==> config.mk <==
export PLATFORM = sky130hd
export DESIGN_NAME = hbr_top
export DESIGN_NICKNAME = d
export VERILOG_FILES = /design/src/include/hbr_pkg.sv /design/src/include/hbr_fifo_if.sv /design/src/logic/hbr_fifo.sv /design/src/logic/hbr_top.sv
export VERILOG_INCLUDE_DIRS = /design/src /design/src/include
export SDC_FILE = /design/constraint.sdc
export NUM_CORES = 1
export LEC_CHECK = 0
export ABC_AREA = 1
export BUFFER_PORTS_ARGS = -buffer_cell sky130_fd_sc_hd__buf_4
export CAP_MARGIN = 5
export CORE_UTILIZATION = 60
export CTS_BUF_LIST = sky130_fd_sc_hd__clkbuf_2
export CTS_CLUSTER_SIZE = 20
export DETAILED_ROUTE_END_ITERATION = 16
export PLACE_DENSITY = 0.77
export SKIP_CTS_REPAIR_TIMING = 1
export SYNTH_ARGS = -nofsm -noshare
export SYNTH_HDL_FRONTEND = slang
export SYNTH_SLANG_ARGS = --single-unit
export TNS_END_PERCENT = 50
==> constraint.sdc <==
create_clock -name hclk -period 6.2 [get_ports hclk]
set_input_delay 0.62 -clock hclk [delete_from_list [all_inputs] [get_ports hclk]]
set_output_delay 0.62 -clock hclk [all_outputs]
set_load 0.02 [all_outputs]
==> src/include/hbr_defs.svh <==
`ifndef HBR_DEFS_SVH
`define HBR_DEFS_SVH

// ==========================================================================
// Register indices (byte address is four times the index)
`define HBR_IDX_W 8
`define HBR_ADDR_LSB 2
`define HBR_IDX_RX_DATA 8'h05
`define HBR_IDX_TX_STAT 8'h06
`define HBR_IDX_CODE_CTRL 8'h07
`define HBR_IDX_TX_DATA 8'h08
`define HBR_IDX_TX_END 8'h09
`define HBR_IDX_IRQ_STAT 8'h0A
`define HBR_IDX_IRQ_MASK 8'h0B

// ==========================================================================
// Field positions
`define HBR_TXS_VACANT 2
`define HBR_TXS_NO_ROOM 1
`define HBR_TXS_STARVED 0
`define HBR_CC_TRIGGER 7
`define HBR_CC_SOURCE 6
`define HBR_CODE_MSB 5
`define HBR_CODE_LSB 0
`define HBR_IRQ_STARVED 0
`define HBR_IRQ_RX_DATA 1
`define HBR_IRQ_TX_VACANT 2
`define HBR_ENTRY_LAST 8

// ==========================================================================
// Reset values and constants
`define HBR_CODE_CTRL_RST 8'h00
`define HBR_IRQ_RST 3'h0
`define HBR_CODE_LAST_IDX 3'd5
`define HBR_BYTE_BITS 4'd8
`define HBR_STUFF_LIMIT 3'd5
`define HBR_FLAG_BYTE 8'h7E
`define HBR_ABORT_BYTE 8'hFF
`define HBR_FIFO_DEPTH 64
`define HBR_FIFO_AW 6
`define HBR_HTRANS_ACTIVE 1
`define HBR_HRESP_OKAY 1'b0
`define HBR_UPPER_ZERO 22'h000000

`endif

==> src/include/hbr_pkg.sv <==
package hbr_pkg;

  typedef logic [7:0] hbr_byte_t;
  typedef logic [8:0] hbr_entry_t;
  typedef logic [2:0] hbr_irq_t;

  typedef enum logic [1:0] {
    HBR_TX_FLAG,
    HBR_TX_DATA,
    HBR_TX_ABORT
  } hbr_tx_state_t;

endpackage : hbr_pkg

==> src/include/hbr_fifo_if.sv <==
`timescale 1ns/1ps
`default_nettype none

interface hbr_fifo_if;
  import hbr_pkg::*;
  logic push_valid;
  logic push_ready;
  hbr_entry_t push_data;
  logic pop_valid;
  logic pop_ready;
  hbr_entry_t pop_data;
  logic full;
  logic empty;

  modport store (
    input push_valid, push_data, pop_ready,
    output push_ready, pop_valid, pop_data, full, empty
  );
  modport user (
    output push_valid, push_data, pop_ready,
    input push_ready, pop_valid, pop_data, full, empty
  );
endinterface : hbr_fifo_if

`default_nettype wire

==> src/logic/hbr_fifo.sv <==
`timescale 1ns/1ps
`default_nettype none
`include "hbr_defs.svh"

module hbr_fifo (
  input wire logic hclk,
  input wire logic hresetn,
  hbr_fifo_if.store q
);
  import hbr_pkg::*;

  hbr_entry_t mem [`HBR_FIFO_DEPTH];
  logic [`HBR_FIFO_AW:0] wr_ptr_r;
  logic [`HBR_FIFO_AW:0] rd_ptr_r;

  // ========================================================================
  // Pointers carry one extra wrap bit so full and empty differ
  wire ptr_same = wr_ptr_r[`HBR_FIFO_AW-1:0] == rd_ptr_r[`HBR_FIFO_AW-1:0];
  wire wrap_diff = wr_ptr_r[`HBR_FIFO_AW] != rd_ptr_r[`HBR_FIFO_AW];
  wire do_push = q.push_valid & q.push_ready;
  wire do_pop = q.pop_valid & q.pop_ready;

  assign q.empty = ptr_same & ~wrap_diff;
  assign q.full = ptr_same & wrap_diff;
  assign q.push_ready = ~q.full;
  assign q.pop_valid = ~q.empty;
  assign q.pop_data = mem[rd_ptr_r[`HBR_FIFO_AW-1:0]];

  always_ff @(posedge hclk)
  begin
    if (do_push)
      mem[wr_ptr_r[`HBR_FIFO_AW-1:0]] <= q.push_data;
  end

  always_ff @(posedge hclk or negedge hresetn)
  begin
    if (!hresetn)
    begin
      wr_ptr_r <= '0;
      rd_ptr_r <= '0;
    end
    else
    begin
      if (do_push)
        wr_ptr_r <= wr_ptr_r + 1'b1;
      if (do_pop)
        rd_ptr_r <= rd_ptr_r + 1'b1;
    end
  end

endmodule : hbr_fifo

`default_nettype wire

==> src/logic/hbr_top.sv <==
`timescale 1ns/1ps
`default_nettype none
`include "hbr_defs.svh"

// Overview of operation
// - Transmit status bit 2 is live high while transmit FIFO is empty.
// - Transmit status bit 1 is live high while transmit FIFO is full.
// - FIFO empty mid-packet sends abort and sets underrun flag in bit 0.
// - Underrun flag is sticky; only a transmit status read clears it.
// - Transmit status bits 7 to 3 are unassigned; host ignores them.
// - Rising edge of send-code bit 7 starts sending the six-bit code.
// - Bit 6 low takes link bits from external pin; high, onboard.
// - Code goes out code bit 0 first, code bit 5 last.
module hbr_top (
  input wire logic hclk,
  input wire logic hresetn,
  input wire logic hsel,
  input wire logic [31:0] haddr,
  input wire logic [1:0] htrans,
  input wire logic hwrite,
  input wire logic [2:0] hsize,
  input wire logic [31:0] hwdata,
  input wire logic hready,
  output logic hreadyout,
  output logic hresp,
  output logic [31:0] hrdata,
  input wire logic rx_byte_valid,
  input wire hbr_pkg::hbr_byte_t rx_byte,
  output logic rx_byte_ready,
  input wire logic link_bit_tick,
  input wire logic external_link_data_input,
  output logic data_link_out,
  output logic irq
);
  import hbr_pkg::*;

  // ========================================================================
  // FIFOs
  hbr_fifo_if txq ();
  hbr_fifo_if rxq ();

  hbr_fifo u_tx_fifo (
    .hclk(hclk),
    .hresetn(hresetn),
    .q(txq)
  );

  hbr_fifo u_rx_fifo (
    .hclk(hclk),
    .hresetn(hresetn),
    .q(rxq)
  );

  // ========================================================================
  // Register state
  hbr_byte_t code_ctrl_r;
  logic starved_r;
  logic starved_nxt;
  hbr_irq_t irq_stat_r;
  hbr_irq_t irq_stat_nxt;
  hbr_irq_t irq_mask_r;
  logic [31:0] hrdata_r;
  logic wr_pend_r;
  logic [`HBR_IDX_W-1:0] wr_idx_r;
  logic vacant_d_r;

  // ========================================================================
  // Link state
  logic ext_meta_r;
  logic ext_sync_r;
  hbr_tx_state_t state_r;
  hbr_tx_state_t state_nxt;
  hbr_byte_t shift_r;
  logic [3:0] bit_cnt_r;
  logic [2:0] ones_r;
  logic stuff_on_r;
  logic cur_last_r;
  logic code_active_r;
  logic [2:0] code_idx_r;
  logic link_out_r;

  // ========================================================================
  // AHB-Lite decode
  wire ahb_take = hsel & hready & htrans[`HBR_HTRANS_ACTIVE];
  wire [`HBR_IDX_W-1:0] a_idx = haddr[`HBR_ADDR_LSB +: `HBR_IDX_W];
  wire a_aligned = haddr[1:0] == 2'h0;
  wire a_upper_ok = haddr[31:10] == `HBR_UPPER_ZERO;
  wire a_ok = a_aligned & a_upper_ok;
  wire rd_take = ahb_take & ~hwrite & a_ok;
  wire wr_take = ahb_take & hwrite & a_ok;

  wire rd_rx_data = rd_take & (a_idx == `HBR_IDX_RX_DATA);
  wire rd_tx_stat = rd_take & (a_idx == `HBR_IDX_TX_STAT);
  wire rd_irq_stat = rd_take & (a_idx == `HBR_IDX_IRQ_STAT);

  wire wr_code = wr_pend_r & (wr_idx_r == `HBR_IDX_CODE_CTRL);
  wire wr_tx_data = wr_pend_r & (wr_idx_r == `HBR_IDX_TX_DATA);
  wire wr_tx_end = wr_pend_r & (wr_idx_r == `HBR_IDX_TX_END);
  wire wr_mask = wr_pend_r & (wr_idx_r == `HBR_IDX_IRQ_MASK);

  assign hreadyout = 1'b1;
  assign hresp = `HBR_HRESP_OKAY;
  assign hrdata = hrdata_r;

  // ========================================================================
  // Read data mux
  hbr_byte_t tx_stat_val;
  hbr_byte_t rx_data_val;
  hbr_byte_t rd_val;

  always_comb
  begin
    tx_stat_val = 8'h00;
    tx_stat_val[`HBR_TXS_VACANT] = txq.empty;
    tx_stat_val[`HBR_TXS_NO_ROOM] = txq.full;
    tx_stat_val[`HBR_TXS_STARVED] = starved_r;
  end

  // Empty FIFO reads back zero rather than stale memory
  assign rx_data_val = rxq.pop_valid ? rxq.pop_data[7:0] : 8'h00;

  always_comb
  begin
    unique case (a_idx)
      `HBR_IDX_RX_DATA: rd_val = rx_data_val;
      `HBR_IDX_TX_STAT: rd_val = tx_stat_val;
      `HBR_IDX_CODE_CTRL: rd_val = code_ctrl_r;
      `HBR_IDX_IRQ_STAT: rd_val = {5'h00, irq_stat_r};
      `HBR_IDX_IRQ_MASK: rd_val = {5'h00, irq_mask_r};
      default: rd_val = 8'h00;
    endcase
  end

  // Read side effects happen in the address phase, so the data
  // phase can return the value with no wait state.
  assign rxq.pop_ready = rd_rx_data;

  always_ff @(posedge hclk or negedge hresetn)
  begin
    if (!hresetn)
      hrdata_r <= 32'h00000000;
    else if (rd_take)
      hrdata_r <= {24'h000000, rd_val};
  end

  always_ff @(posedge hclk or negedge hresetn)
  begin
    if (!hresetn)
    begin
      wr_pend_r <= 1'b0;
      wr_idx_r <= '0;
    end
    else
    begin
      wr_pend_r <= wr_take;
      wr_idx_r <= a_idx;
    end
  end

  // ========================================================================
  // Transmit FIFO fill and receive FIFO feed
  // A write into a full FIFO is dropped; software checks the full flag.
  assign txq.push_valid = wr_tx_data | wr_tx_end;
  assign txq.push_data = {wr_tx_end, hwdata[7:0]};

  assign rxq.push_valid = rx_byte_valid;
  assign rxq.push_data = {1'b0, rx_byte};
  assign rx_byte_ready = rxq.push_ready;

  // ========================================================================
  // Control registers
  wire code_rise = wr_code & hwdata[`HBR_CC_TRIGGER]
                   & ~code_ctrl_r[`HBR_CC_TRIGGER];
  wire code_trig = code_ctrl_r[`HBR_CC_TRIGGER];
  wire onboard_link_source_select = code_ctrl_r[`HBR_CC_SOURCE];
  wire [5:0] code_word = code_ctrl_r[`HBR_CODE_MSB:`HBR_CODE_LSB];

  always_ff @(posedge hclk or negedge hresetn)
  begin
    if (!hresetn)
      code_ctrl_r <= `HBR_CODE_CTRL_RST;
    else if (wr_code)
      code_ctrl_r <= hwdata[7:0];
  end

  always_ff @(posedge hclk or negedge hresetn)
  begin
    if (!hresetn)
      irq_mask_r <= `HBR_IRQ_RST;
    else if (wr_mask)
      irq_mask_r <= hwdata[2:0];
  end

  // ========================================================================
  // External link pin synchroniser
  always_ff @(posedge hclk or negedge hresetn)
  begin
    if (!hresetn)
    begin
      ext_meta_r <= 1'b0;
      ext_sync_r <= 1'b0;
    end
    else
    begin
      ext_meta_r <= external_link_data_input;
      ext_sync_r <= ext_meta_r;
    end
  end

  // ========================================================================
  // HDLC serialiser: flags while idle, none between back-to-back packets; zero stuffing in packets
  // No frame check sequence is generated; the host supplies it.
  wire hdlc_tick = link_bit_tick & ~code_active_r;
  wire stuff_now = stuff_on_r & (ones_r == `HBR_STUFF_LIMIT);
  wire hdlc_bit = stuff_now ? 1'b0 : shift_r[0];
  wire byte_done = hdlc_tick & ~stuff_now & (bit_cnt_r == 4'd1);
  wire mid_packet = (state_r == HBR_TX_DATA) & ~cur_last_r;
  wire take_next = byte_done & txq.pop_valid;
  wire starve = byte_done & ~txq.pop_valid & mid_packet;

  assign txq.pop_ready = byte_done;

  always_comb
  begin
    state_nxt = state_r;
    if (take_next)
      state_nxt = HBR_TX_DATA;
    else if (starve)
      state_nxt = HBR_TX_ABORT;
    else if (byte_done)
      state_nxt = HBR_TX_FLAG;
  end

  always_ff @(posedge hclk or negedge hresetn)
  begin
    if (!hresetn)
    begin
      state_r <= HBR_TX_FLAG;
      shift_r <= `HBR_FLAG_BYTE;
      bit_cnt_r <= `HBR_BYTE_BITS;
      stuff_on_r <= 1'b0;
      cur_last_r <= 1'b0;
    end
    else if (byte_done)
    begin
      state_r <= state_nxt;
      bit_cnt_r <= `HBR_BYTE_BITS;
      stuff_on_r <= take_next;
      cur_last_r <= take_next & txq.pop_data[`HBR_ENTRY_LAST];
      if (take_next)
        shift_r <= txq.pop_data[7:0];
      else if (starve)
        shift_r <= `HBR_ABORT_BYTE;
      else
        shift_r <= `HBR_FLAG_BYTE;
    end
    else if (hdlc_tick && !stuff_now)
    begin
      shift_r <= {1'b0, shift_r[7:1]};
      bit_cnt_r <= bit_cnt_r - 4'd1;
    end
  end

  // Ones run counter for zero insertion
  always_ff @(posedge hclk or negedge hresetn)
  begin
    if (!hresetn)
      ones_r <= 3'd0;
    else if (hdlc_tick)
    begin
      if (stuff_now || !hdlc_bit)
        ones_r <= 3'd0;
      else
        ones_r <= ones_r + 3'd1;
    end
  end

  // ========================================================================
  // Code sender
  wire code_bit = code_word[code_idx_r];
  wire code_wrap = code_idx_r == `HBR_CODE_LAST_IDX;

  always_ff @(posedge hclk or negedge hresetn)
  begin
    if (!hresetn)
    begin
      code_active_r <= 1'b0;
      code_idx_r <= 3'd0;
    end
    else if (code_rise)
    begin
      code_active_r <= 1'b1;
      code_idx_r <= 3'd0;
    end
    else if (!code_trig)
      code_active_r <= 1'b0;
    else if (code_active_r && link_bit_tick)
      code_idx_r <= code_wrap ? 3'd0 : code_idx_r + 3'd1;
  end

  // ========================================================================
  // Line source select
  wire onboard_bit = code_active_r ? code_bit : hdlc_bit;
  wire line_bit = onboard_link_source_select ? onboard_bit
                                             : ext_sync_r;

  always_ff @(posedge hclk or negedge hresetn)
  begin
    if (!hresetn)
      link_out_r <= 1'b1;
    else if (link_bit_tick)
      link_out_r <= line_bit;
  end

  assign data_link_out = link_out_r;

  // ========================================================================
  // Underrun flag: a starve event in the clearing read cycle survives
  always_comb
  begin
    starved_nxt = starved_r;
    if (rd_tx_stat)
      starved_nxt = 1'b0;
    if (starve)
      starved_nxt = 1'b1;
  end

  always_ff @(posedge hclk or negedge hresetn)
  begin
    if (!hresetn)
      starved_r <= 1'b0;
    else
      starved_r <= starved_nxt;
  end

  // ========================================================================
  // Interrupt status, cleared by reading it; set wins over clear
  wire vacant_rise = txq.empty & ~vacant_d_r;
  wire rx_push = rxq.push_valid & rxq.push_ready;
  hbr_irq_t irq_set;

  always_comb
  begin
    irq_set = `HBR_IRQ_RST;
    irq_set[`HBR_IRQ_STARVED] = starve;
    irq_set[`HBR_IRQ_RX_DATA] = rx_push;
    irq_set[`HBR_IRQ_TX_VACANT] = vacant_rise;
    irq_stat_nxt = rd_irq_stat ? irq_set : (irq_stat_r | irq_set);
  end

  always_ff @(posedge hclk or negedge hresetn)
  begin
    if (!hresetn)
    begin
      irq_stat_r <= `HBR_IRQ_RST;
      vacant_d_r <= 1'b1;
    end
    else
    begin
      irq_stat_r <= irq_stat_nxt;
      vacant_d_r <= txq.empty;
    end
  end

  assign irq = |(irq_stat_r & irq_mask_r);

endmodule : hbr_top

`default_nettype wire

==> results.md <==
Drt:
- For this run, the detailed router's first-pass iteration total came to 6.
- After detailed routing, the number of vias per cell comes to ~5.7.
- The violation count after the first detailed-route iteration is approximately 3900.
- The per-cell routed wire length is 19.2 um.
- Once detail routing completed, the nets flagged for antenna violations numbered 0.
- The total wire length is roughly 120 mm.
- The DRC violation count after routing is 0.
- The via count is 34131.

Synthesis:
- The Yosys step of the flow raised 0 warnings.
- Synthesis inferred around 1200 register bits.
- The register area share after synthesis is 0.701.
- The async set-or-reset flop fraction in the synthesized netlist is 0.0733.
- Of the post-synthesis cell area, the dominant cell type holds 0.658.
- Sorting the synthesized cells by area gives the leading types as sky130_fd_sc_hd__edfxtp_1 (66%), sky130_fd_sc_hd__nand2_1 (8.1%), sky130_fd_sc_hd__nor2_1 (5.1%).
- The biggest area contributor in the post-synthesis netlist is sky130_fd_sc_hd__edfxtp_1.
- Each instance of the synthesized netlist takes up on average between 10 and 15 sq um.
- Counting instances in the post-synthesis netlist gives the leading cell types as sky130_fd_sc_hd__edfxtp_1 (1088), sky130_fd_sc_hd__nand2_1 (1071), sky130_fd_sc_hd__nor2_1 (675).
- The number of different library cells used by synthesis comes to 45.
- The cell area that synthesis handed to floorplanning was 49700 sq um.
- For this run, the leading register cell type out of synthesis is sky130_fd_sc_hd__edfxtp_1.
- Synthesis handed over a netlist of approximately 4500 instances.
- Among all cell types in the netlist, the one instantiated most often is sky130_fd_sc_hd__edfxtp_1.
- In this run, synthesis inferred about 1100 flip-flops with an integrated enable.

Clock network:
- The cell sitting at the root of the clock tree is a sky130_fd_sc_hd__clkbuf_2.
- After clock tree synthesis, the clock-pin slew on the worst setup and hold paths is ~0.10 ns.
- The clock tree buffer depth is 4.
- The insertion delay of the later-clocked pin in the worst-skew pair is 1.50 ns.
- The maximum level of the CTS H-tree is 5.
- The TritonCTS clock tree is built.
- TritonCTS created 294 clock buffers.
- Clock tree synthesis found a total of ~1200 sinks.

STA:
- The number of pins with negative max-slew slack in the final report is 0.
- The final hold violation count is 0.
- The sum of negative setup slack is 0 ns.
- Setup repair after global routing left no endpoint under its margin.
- The slew at the pin closest to its max-slew limit is roughly 1.3 ns.
- The worst clock skew is 0.129 ns.
- The final period demand of the worst path is 4.28 ns.
- Setup violations remaining at the end of the flow were counted as 0.
- The worst path meets setup with 1.92 ns of slack.
- Static timing analysis puts the maximum clock frequency at approximately 230 MHz.
- The worst relative slew slack is 0.154.
- The period utilization is 0.691.

Outcome:
- The run finished with clean final reports.

Pwr:
- The share of total power dissipated in combinational logic is 0.043.
- The share of total power dissipated in sequential elements is 0.619.
- The leakage power is 20.5 nW.
- The largest voltage drop on the vdd net is about 0.18 mV.
- After layout, the design draws a total of 14.4 mW.
- The share of total power dissipated in the clock network is 0.338.
- The switching portion of total power is 0.243.
- The switching power is approximately 3.5 mW.
- The internal power of the cells totals 10.9 mW.
- The power density of the placed cells is 269 nW/um^2.

Setup path:
- Data on the critical path is required at its endpoint by 7.23 ns.
- The worst setup path is captured at a flip-flop.
- Along the worst path, the maximum fanout reaches approximately 100.
- The worst setup path is of the reg -> reg kind.
- STA classifies the critical path startpoint as a flip-flop.
- The data arrival time of the critical path is 5.31 ns.

Global route:
- The number of global-route vias before repair is about 32000.
- Entering global routing, the biggest net connects around 150 pins.
- The number of antenna violations at the first check in global routing came to 2.
- The overall routing resource usage is 0.274.
- The first global-routing pass estimated 175 mm of wire.
- The total grt overflow is 0.

Layout:
- The fraction of the core area covered by cells at the end of the flow is 0.652.
- Relative to the synthesized area, the layout overhead comes to 7.60%.
- In the final layout, the share of cells above drive strength 1 is 0.119.
- At the end of the flow, the number of nets in the layout was 4842.
- Fill cells in the final layout number 6047.
- The area occupied by registers is 34800 sq um.
- In the final layout, the multi-input gates occupy 12200 sq um.

Die:
- The number of top-level pins is 122.
- The die is 290 um tall.
- The die covers around 84000 sq um.
- In this run the core area contains 105 standard-cell rows.
- For this configuration, the core starts out at a cell density of 0.606.
- The die is 290 um wide.
- The floorplan core area is 82000 sq um.

Place:
- Port buffering added between 60 and 70 buffers.
- The worst setup slack after placement is 2.10 ns.
- The half-perimeter wire length after detailed placement is 65.1 mm.
- At the end of routability-driven placement, the weighted congestion stood at 0.896.

Job:
- The max capacitance violation total is 0.

Worst hold path:
- The path type of the worst min-delay path is in -> reg.
## registers in the layout, summed over array words and instances, names as in the netlist, 3 cells and up
signal and count:
u_tx_fifo.mem 576, u_rx_fifo.mem 512, code_ctrl_r 8, hrdata 8, shift_r 8, wr_idx_r 8
u_rx_fifo.rd_ptr_r 7, u_rx_fifo.wr_ptr_r 7, u_tx_fifo.rd_ptr_r 7, u_tx_fifo.wr_ptr_r 7, bit_cnt_r 4, code_idx_r 3
irq_mask_r 3, irq_stat_r 3, ones_r 3
## final cells by class
type                       count  share of cell area
multi-input combinational   2787               0.229
antenna                        6            0.000281
tap                         1070              0.0250
sequential                  1174               0.652
timing repair buffer         147              0.0231
clock buffer                 421              0.0394
inverter                     345              0.0246
clock inverter                66             0.00648
## routing by layer
layer / vias to the layer above / wire [um] / global-route usage
met2: 1824 / 53700 / 0.422
met4: 0 / 2250 / 0.0838
li1: 15916 / - / -
met5: - / 0 / 0
met1: 16188 / 47400 / 0.390
met3: 203 / 12400 / 0.0673
## worst paths after layout
path                                                    from                           endpoint  slack [ns]  depth (start not counted)
setup / recovery           u_tx_fifo.rd_ptr_r[0]$_DFFE_PN0P_     u_tx_fifo.mem[37][2]$_DFFE_PP_        1.92                          9
hold / removal                                 link_bit_tick          code_idx_r[1]$_DFFE_PN0P_        0.19                          5
hold reg to reg                         ext_meta_r$_DFF_PN0_               ext_sync_r$_DFF_PN0_        0.39                          0
setup reg to reg           u_tx_fifo.rd_ptr_r[0]$_DFFE_PN0P_     u_tx_fifo.mem[37][2]$_DFFE_PP_        1.92                          9
max in group asynchronous                            hresetn  u_rx_fifo.rd_ptr_r[1]$_DFFE_PN0P_        4.40                          4
min in group asynchronous                            hresetn              wr_idx_r[2]$_DFF_PN0_        0.43                          4
## metrics by stage
| step | hold slack (ns) | cells | cell area [sq um] |
|---|---|---|---|
| floorplan | 0.324 | 4556 | 49800 |
| finish | 0.190 | 6016 | 53500 |
| global placement | 0.339 | 5471 | 50500 |
| CTS | -1.06 | 5958 | 52900 |
| global route | 0.100 | 6016 | 53500 |
| detailed placement | 0.335 | 5471 | 50500 |
## logic make-up (layout without fill, tap and decap cells)
family,Yosys count,count (layout),share of synthesized area
AO/OA/AOI/OAI,520,520,0.0567
flip-flops,1174,1174,0.701
XOR/XNOR,27,27,0.00476
other,2,32,0.000151
buffers and inverters,595,979,0.0543
adder cells (fa/ha/maj),8,8,0.00202
AND/OR/NAND/NOR,2206,2206,0.181
## critical path: stages (launching register included)
cell	delay, ns
sky130_fd_sc_hd__dfrtp_4	0.75
sky130_fd_sc_hd__inv_8	0.56
sky130_fd_sc_hd__nand2_1	0.10
sky130_fd_sc_hd__nand4_1	0.10
sky130_fd_sc_hd__nor2_1	0.07
sky130_fd_sc_hd__nand3_1	0.17
sky130_fd_sc_hd__nand2_2	0.16
sky130_fd_sc_hd__nor2_4	0.22
sky130_fd_sc_hd__nand3_1	0.66
sky130_fd_sc_hd__nor2_1	1.00
## power groups by stage
stage	Clock [mW]	Combinational, mW	Sequential (mW)
after floorplan	0	0.317	9.03
after global placement	0	0.569	9.05
after detailed placement	0	0.588	9.05
after CTS	4.92	0.591	8.88
after global routing	5.34	0.681	8.89
final	4.85	0.623	8.88
## layout by cell type, fill, tap and decap left out, drive strengths merged
master / instances
a21oi: 35
a22oi: 1
a31oi: 2
and2: 1
buf: 95
bufinv: 3
clkbuf: 421
clkinv: 58
clkinvlp: 1
conb: 26
dfrtp: 77
dfstp: 9
diode: 6
dlygate4sd3: 52
edfxtp: 1088
ha: 8
inv: 349
nand2: 1076
nand3: 395
nand3b: 2
nand4: 16
nor2: 682
nor3: 15
nor4: 8
o211ai: 61
o21a: 2
o21ai: 383
o221ai: 1
o22ai: 35
or2: 11
xnor2: 4
xor2: 23
Note: power is estimated with default switching activity, not from simulation.
